[src/pkg/frf_pkg.sv]
// shared constants and types for the fp result formatter
package frf_pkg;
  localparam int FRF_W = 64;
  localparam int FRF_NON_IEEE_BIT = 29;
  localparam logic [15:0] FRF_INT_INVALID = 16'h8000;
  localparam logic [63:0] FRF_RST_DATA = 64'h0000000000000000;
  localparam logic [63:0] FRF_DP_QNAN_BIT = 64'h0008000000000000;
  // singles sit in double layout, so their quiet bit is the double one
  localparam logic [63:0] FRF_SP_QNAN_BIT = 64'h0008000000000000;
  localparam logic [63:0] FRF_SP_TRAIL_MASK = 64'hFFFFFFFFE0000000;
  localparam logic [63:0] FRF_SIGN_MASK = 64'h8000000000000000;
  localparam logic [31:0] FRF_STATUS_RST = 32'h00000000;

  typedef enum logic [2:0] {
    FRF_DENORM = 3'b000,
    FRF_NORMAL = 3'b001,
    FRF_INF = 3'b010,
    FRF_ZERO = 3'b011,
    FRF_QNAN = 3'b100,
    FRF_SNAN = 3'b101,
    FRF_INT = 3'b110
  } frf_type_e;

  typedef enum logic [1:0] {
    FRF_IDLE = 2'b00,
    FRF_WRITE = 2'b01
  } frf_state_e;
endpackage : frf_pkg

[src/pkg/frf_res_if.sv]
// result bundle between the formatter and its selection stage
`timescale 1ns/100ps
interface frf_res_if;
  import frf_pkg::*;
  logic [63:0] raw;
  frf_type_e rtype;
  logic dbl;
  logic invalid;
  logic non_ieee;
  logic [63:0] fmt;
  logic keep;
  modport sel (input raw, rtype, dbl, invalid, non_ieee, output fmt, keep);
  modport top (output raw, rtype, dbl, invalid, non_ieee, input fmt, keep);
endinterface : frf_res_if

[src/logic/frf_formatter.sv]
// floating-point result formatter feeding the register file write port
// How it works
// - single denormal: IEEE keeps it with trailing zeros, non-IEEE gives zero
// - double denormal: IEEE returns it, non-IEEE gives zero
// - single integer goes to low word; non-IEEE invalid writes 0x8000
// - double integer results are not supported and never written
// - non-IEEE mode follows bit 29 of the status/control word
`timescale 1ns/100ps
module frf_formatter
  import frf_pkg::*;
(
  // clock and reset
  input wire logic clk_sys,
  input wire logic rst_n,
  input wire logic clk_en,
  // status and control word
  input wire logic [31:0] float_status_control,
  // execution datapath result
  input wire logic res_valid,
  input wire logic [63:0] res_data,
  input wire frf_type_e res_type,
  input wire logic res_dbl,
  input wire logic res_invalid,
  input wire logic [4:0] res_dest,
  // register file write port
  output logic float_register_we,
  output logic [4:0] float_register_addr,
  output logic [63:0] float_register_data,
  output logic non_ieee_mode_select
);
  frf_res_if res ();
  frf_select u_sel (
    .res(res)
  );

  logic mode_r;
  logic mode_nxt;
  logic we_r;
  logic we_nxt;
  logic [4:0] addr_r;
  logic [4:0] addr_nxt;
  logic [63:0] data_r;
  logic [63:0] data_nxt;
  frf_state_e st_r;
  frf_state_e st_nxt;

  assign res.raw = res_data;
  assign res.rtype = res_type;
  assign res.dbl = res_dbl;
  assign res.invalid = res_invalid;
  // mode from the live word so a result sees the current setting
  assign res.non_ieee = float_status_control[FRF_NON_IEEE_BIT];

  always_comb begin
    mode_nxt = float_status_control[FRF_NON_IEEE_BIT];
    we_nxt = 1'b0;
    addr_nxt = addr_r;
    data_nxt = data_r;
    st_nxt = FRF_IDLE;
    case (st_r)
      FRF_IDLE, FRF_WRITE: begin
        if (res_valid && res.keep) begin
          we_nxt = 1'b1;
          addr_nxt = res_dest;
          data_nxt = res.fmt;
          st_nxt = FRF_WRITE;
        end
      end
      default: begin
        st_nxt = FRF_IDLE;
      end
    endcase
  end

  always_ff @(posedge clk_sys or negedge rst_n) begin
    if (!rst_n) begin
      mode_r <= 1'b0;
      we_r <= 1'b0;
      addr_r <= 5'h00;
      data_r <= FRF_RST_DATA;
      st_r <= FRF_IDLE;
    end else if (clk_en) begin
      mode_r <= mode_nxt;
      we_r <= we_nxt;
      addr_r <= addr_nxt;
      data_r <= data_nxt;
      st_r <= st_nxt;
    end
  end

  assign float_register_we = we_r;
  assign float_register_addr = addr_r;
  assign float_register_data = data_r;
  assign non_ieee_mode_select = mode_r;
endmodule : frf_formatter

[src/logic/frf_select.sv]
// combinational value selection for one result
`timescale 1ns/100ps
module frf_select
  import frf_pkg::*;
(
  frf_res_if.sel res
);
  always_comb begin
    res.fmt = res.raw;
    res.keep = 1'b1;
    case (res.rtype)
      FRF_DENORM: begin
        if (res.non_ieee) begin
          // flush keeps the sign of the value
          res.fmt = res.raw & FRF_SIGN_MASK;
        end else if (!res.dbl) begin
          res.fmt = res.raw & FRF_SP_TRAIL_MASK;
        end else begin
          res.fmt = res.raw;
        end
      end
      FRF_QNAN, FRF_SNAN: begin
        res.fmt = res.raw | (res.dbl ? FRF_DP_QNAN_BIT
                                     : FRF_SP_QNAN_BIT);
      end
      FRF_INT: begin
        if (res.dbl) begin
          // no double integer format: nothing is written
          res.keep = 1'b0;
        end else if (res.non_ieee && res.invalid) begin
          res.fmt = {32'h00000000, 16'h0000, FRF_INT_INVALID};
        end else begin
          res.fmt = {32'h00000000, res.raw[31:0]};
        end
      end
      default: begin
        res.fmt = res.raw;
      end
    endcase
  end
endmodule : frf_select

[config.mk]
export PLATFORM = sky130hd
export DESIGN_NAME = frf_formatter
export DESIGN_NICKNAME = d
export VERILOG_FILES = /design/src/pkg/frf_pkg.sv /design/src/pkg/frf_res_if.sv /design/src/logic/frf_formatter.sv /design/src/logic/frf_select.sv
export SDC_FILE = /design/constraint.sdc
export NUM_CORES = 1
export LEC_CHECK = 0
export ABC_AREA = 1
export BUFFER_PORTS_ARGS = -buffer_cell sky130_fd_sc_hd__buf_2
export CAP_MARGIN = 15
export CORE_MARGIN = 10
export CORE_UTILIZATION = 54
export DETAILED_ROUTE_END_ITERATION = 8
export GPL_TIMING_DRIVEN = 0
export PLACE_DENSITY = 0.87
export SLEW_MARGIN = 40
export SYNTH_ARGS = -nofsm -noshare
export SYNTH_HDL_FRONTEND = slang
export SYNTH_HIERARCHICAL = 1
export SYNTH_SLANG_ARGS = --single-unit
[constraint.sdc]
create_clock -name clk_sys -period 1.6 [get_ports clk_sys]
set_clock_uncertainty 0.2 [all_clocks]
set_input_delay 0.08 -clock clk_sys [delete_from_list [all_inputs] [get_ports clk_sys]]
set_output_delay 0.08 -clock clk_sys [all_outputs]
set_load 0.03 [all_outputs]
### After elaboration in Yosys (flattened, before gate mapping)

Index checks and enable logic that the tools add are counted.

* register bits after elaboration: 73
* memories kept: 0
* bits in read-only memories: 0
* memory bits (writable): 0
* bits in latches: 0
* input port bits: 110
* logic and storage cells: 27

* add/subtract/negate cells: 0
* reduce and logical (&&, ||, !) cells: 7
* mux-type cells: 11
* eq/ne operators: 4
* $mul: 0
* bitwise operators: 0
* divide/modulo/power cells: 0
* shifts and indexed selects: 0
* $lt $le $gt $ge: 0

Operator list (number)
* $pmux 64 s3: 1
* $mux 64: 1
* $mux 63: 1
* $mux 32: 1
* $mux 29: 1
* $eq 3x3->1 const B: 3
* $mux 1: 5
* $reduce_or 2->1: 2
* $logic_not 3->1: 1
* $reduce_and 3->1: 1
* $eq 2x1->1 const B: 1
* $logic_and 1x1->1: 2
* $logic_not 2->1: 1
* $mux 2: 1

### Logic depth before layout (Yosys ltp)

* depth after elaboration: 5
* gate-level depth with buffers: 10

### Modules after synthesis

The synthesis kept the hierarchy.

By module, submodules not included
* frf_formatter: times used 1, seq. area each 1776.7 sq um, area each 2956.6 sq um, cells each 315
* frf_select: times used 1, seq. area each 0.0 sq um, area each 1737.9 sq um, cells each 419

### Worst setup path before layout

OpenSTA, ideal clock, no wires.

* path kind: input -> register
* from: in res_type[1]
* to: reg addr_r[0], in the netlist float_register_addr[0]
* buffers on the path: 4
* setup slack: 235 ps
* data arrival time: 1047 ps
* data required time: 1282 ps
* stages on the path: 9
* path through: nand2_1 nor2_4 buf_4 nand2_1 buf_4 buf_4 buf_4 nand4_1 nand2_1

* word-level cells in the longest chain between the ends: 4

Ends and longest elaborated chain
* start, declared: RTL line frf_formatter.sv:21 `input wire frf_type_e res_type,`
* $eq 3x3->1: RTL line frf_select.sv:11 `case (res.rtype)`
* $mux 1: RTL line frf_select.sv:11
* net res.keep: RTL line frf_res_if.sv:11 `logic keep;`
* $logic_and 1x1->1: RTL line frf_formatter.sv:62 `if (res_valid && res.keep) begin`
* $reduce_and 3->1 (no line)
* end signal, assigned: RTL line frf_formatter.sv:85 `addr_r <= addr_nxt;`
* end, declared: RTL line frf_formatter.sv:40 `logic [4:0] addr_r;`

The timed path passes the listed nets, and every way through them passes these cells.
A chain may end at the register's enable or synchronous reset.

### Worst setup path after layout

* from: in res_data[54]
* to: reg data_r[54], in the netlist float_register_data[54]

* word-level cells in the longest chain between the ends: 2
* elaborated cells on any way between the ends: 3
* classes of those cells: mux (3)

Ends and longest elaborated chain
* start, declared: RTL line frf_formatter.sv:20 `input wire logic [63:0] res_data,`
* $mux 64 or $mux 63 (tied branches): RTL line frf_select.sv:27, frf_select.sv:13
* $pmux 64 s3 (*): RTL line frf_select.sv:11
* net res.fmt[54]: RTL line frf_res_if.sv:10 `logic [63:0] fmt;`
* end signal, assigned: RTL line frf_formatter.sv:86 `data_r <= data_nxt;`
* end, declared: RTL line frf_formatter.sv:42 `logic [63:0] data_r;`

Mark *: on every way through the listed nets, which the timed path passes. The rest lies on a longest branch.

==> metrics list <==
* Largest family of logic cells by synthesized area: simple AND/OR/NAND/NOR gates
* Core outline area: 8340 um2
- The first global-routing pass estimated 28300 um of wire.
* Number of max-cap violations: 0
- The number of nets handed over by synthesis was 844.
- Initial Utilization: 56.3%
* Cell row count: 33
- Sum of negative setup slack: 0 ns
* Data arrival time of the critical path: 1.47 ns
- Leak: 3.93 nW
- Synthesized-area fraction occupied by adder cells: 0%
- Sequential cells burn 38.7% of the power.
- The Yosys step of the flow raised 6 warnings.
* Final WL: ~18000 um
- Summing all placed instances gives a cell area of 5580 um2.
* Clock network latency to the later pin of the worst-skew pair: approximately 0.35 ns
* Result of the run: complete, no violations
* Dpl hpwl: 11300 um
- Relative slew slack: about 65%
- Min-delay worst type: primary input to register
- Cell type with the highest aggregate area in the netlist: dfrtp_1
- In this design, the critical path's most frequently occurring cell is nand2_1.
- Worst-case vdd ir drop: between 0.6 and 0.7 mV
* Worst setup path startpoint: res_data[54]
* Clock slew at reported path FFs: 0.09 ns
- Total gr overflow: 0
* Sw Pwr: 2.25 mW
- First-iteration detailed-routing DRC count: 639
* Unrepaired setup endpoints after global routing: false
- The tree built by TritonCTS fans out to 71 sinks.
- Highest clock rate: about 700 MHz
* Complex-gate fraction of the synthesized area: 3.84%
* Bufs and invs on worst path: 3
- Internal power: ~3.5 mW
- Flip-flop and latch count after synthesis: 71
- Clock tree from TritonCTS: built
- The finished cells cover 6530 um2.
- The worst register-to-register path begins at non_ieee_mode_select.
- Net switching is 39.3% of the power.
- At the worst endpoint, the required time is ~1.6 ns.
- From bottom edge to top edge, the die measures about 110 um.
* Launch instance of the worst min-delay path: res_valid
- Number of global-route vias before repair: 5669
* # setup viols final: 0
* Cells taking the most area after synthesis: dfrtp_1, nand2_1, nand4_1
- Synthesized-area fraction occupied by and/or/nand/nor cells: 45.4%
- 181 I/O pins were placed.
- Setup slack after layout: about 0.17 ns
- The critical path is of the primary input to register type.
- Counting distinct cell types in the post-synthesis netlist gives 19.
- CP cell instances: dlygate4sd3_1 -> buf_2 -> nand2_1 -> inv_1 -> nand2_1 -> nand2_1 -> nor2_1 -> nand2_1 -> nand4_1 -> nand2_1
* Number of levels in the clock H-tree: 3
* Global placer's final weighted congestion: 0.863
- Maximum clock insertion buffer count: 2
- Area delta synth->final: 39.0%
* Actual slew at the worst max-slew pin: 0.528 ns
- STA classifies the critical path endpoint as a register.
- Detailed-route wire length per cell: 16.4 um
- From left edge to right edge, the die measures about 110 um.
- The total count of max-transition violations in the final report is 0.
* Global-route total usage across every layer: around a quarter
* Synth Area in XOR/XNOR: 0%
- Via/cell ratio: 5.55
* Maximum number of pins on one net before global-route repair: 46
- Port Buffer Count: 146
- In this run the worst path has a maximum fanout of 4.
- Total of cells resized after clock tree synthesis: 0
- Number of clock buffers inserted by TritonCTS: 9
- Measured against the total synthesized area, the mux share comes to 0%.
- The die covers 12800 um2.
- Final layout net count: 1076
* Gate count of the mapped netlist: 734
- Slowest stage delay, CP: 0.56 ns
* Share of layout cells above drive strength 1: 23.1%
- The initial antenna violation count was 2.
- Setup Slack @ Placement: -0.108 ns
- On the critical path, the stage with the largest delay is an instance of dlygate4sd3_1.
- Fin crit share: 89.1%
- Total power per unit cell area: 875 nW/um2
* Util after Layout: about four fifths
- Count of unresolved DRC violations after routing: 0
* Cell chosen for the clock root: clkbuf_8
* Combinational share of power: between 30% and 40%
- Number of iterations in the first detailed-routing pass: 7
* Per-instance average area after synthesis: 6.40 um2
- Synth Cell Area: 4690 um2
- Via count: 5985
* Final Hold Violating Endpoints: 0
- Launching element type of the critical path: primary input
- Share of the synthesized area in the top cell type: 37.8%
- The kind of cell with the highest combined delay along the critical path is buffers and inverters.
- The count of nets left with antenna violations once routing finished came out at 0.
- Clk network pwr share: 25.8%
- Post-synthesis sequential area ratio: 37.8%
- Shortest clock period the worst path allows after layout: 1.43 ns
-- through the flow --
stage,power (mW),cells,hold slack [ns]
after floorplan,3.42,734,-0.416
after global placement,4.01,985,0.130
after global routing,5.98,1078,0.0512
after CTS,5.68,1076,0.0292
final,5.71,1078,0.0397
after detailed placement,4.07,986,-0.239
-- power groups by stage --
stage	logic [mW]	registers, mW	clock network [mW]
global placement	1.79	2.22	0
CTS	1.99	2.20	1.49
finish	2.03	2.21	1.47
global route	2.20	2.23	1.55
floorplan	0.643	2.77	0
detailed placement	1.84	2.23	0
-- flip-flops by register name (all words and copies together), names as in the netlist --
signal and flops:
float_register_addr 5, float_register_data 64, st_r 1, non_ieee_mode_select 1
-- metal layers --
| layer | wire length (um) | global-route usage, % | up-vias |
|---|---|---|---|
| met1 | 6580 | 30.5 | 2671 |
| met2 | 8620 | 45.4 | 451 |
| met5 | 0 | 0 | - |
| met4 | 781 | 13.0 | 0 |
| li1 | - | - | 2772 |
| met3 | 1720 | 6.39 | 91 |
-- cell usage after synthesis (all sizes together) --
master	number
inv	67
nand4	70
o21ai	2
nand3	33
a21oi	31
clkbuf	4
o21a	1
o21bai	1
buf	55
nand2	332
dfrtp	71
nor2	67
-- worst register-to-register path, stage by stage (launching register included) --
cell and delay, ns:
dfrtp_1 0.41, inv_1 0.06, o21ai_0 0.06, dlygate4sd3_1 0.56
-- repair_timing --
item / 4_1_cts / 5_1_grt
hold buffers: 74 / 0
endpoints found under the hold margin: 141 / 0
setup buffers: 0 / 0
-- final timing paths --
| path | endpoint | cells after the start | slack [ns] |
|---|---|---|---|
| worst max-delay path | float_register_data[54] | 10 | 0.17 |
| worst min-delay path | float_register_data[1] | 4 | 0.04 |
| worst max register to register | non_ieee_mode_select | 3 | 0.21 |
| worst min register to register | float_register_data[39] | 2 | 0.27 |
| max in group asynchronous | float_register_data[16] | 4 | 0.19 |
| min in group asynchronous | float_register_data[26] | 3 | 0.49 |
-- final cells by class --
cell class	instances	area (um2)
multi-input combinational	537	2310
fill	580	1810
sequential	71	1780
timing repair buffer	221	1500
buffer	59	355
inverter	67	251
tap	105	131
clock buffer	10	128
clock inverter	6	70.1
antenna	2	5.00
-- logic make-up after synthesis --
group	Yosys count
flops	71
buf+inv	126
simple gates	502
compound gates	35
-- layout by cell type (no fill, tap or decap), types with 3 or more instances in the layout --
| cell | count |
|---|---|
| dlygate4sd3_1 | 74 |
| clkbuf_1 | 5 |
| buf_2 | 177 |
| a21oi_1 | 31 |
| nor2_1 | 64 |
| clkbuf_8 | 9 |
| nand4_1 | 70 |
| dfrtp_1 | 71 |
| nand3_1 | 32 |
| buf_4 | 21 |
| clkinvlp_4 | 3 |
| buf_6 | 3 |
| inv_1 | 66 |
| nand2_1 | 330 |
No activity file was read; power rests on OpenSTA's default activity.
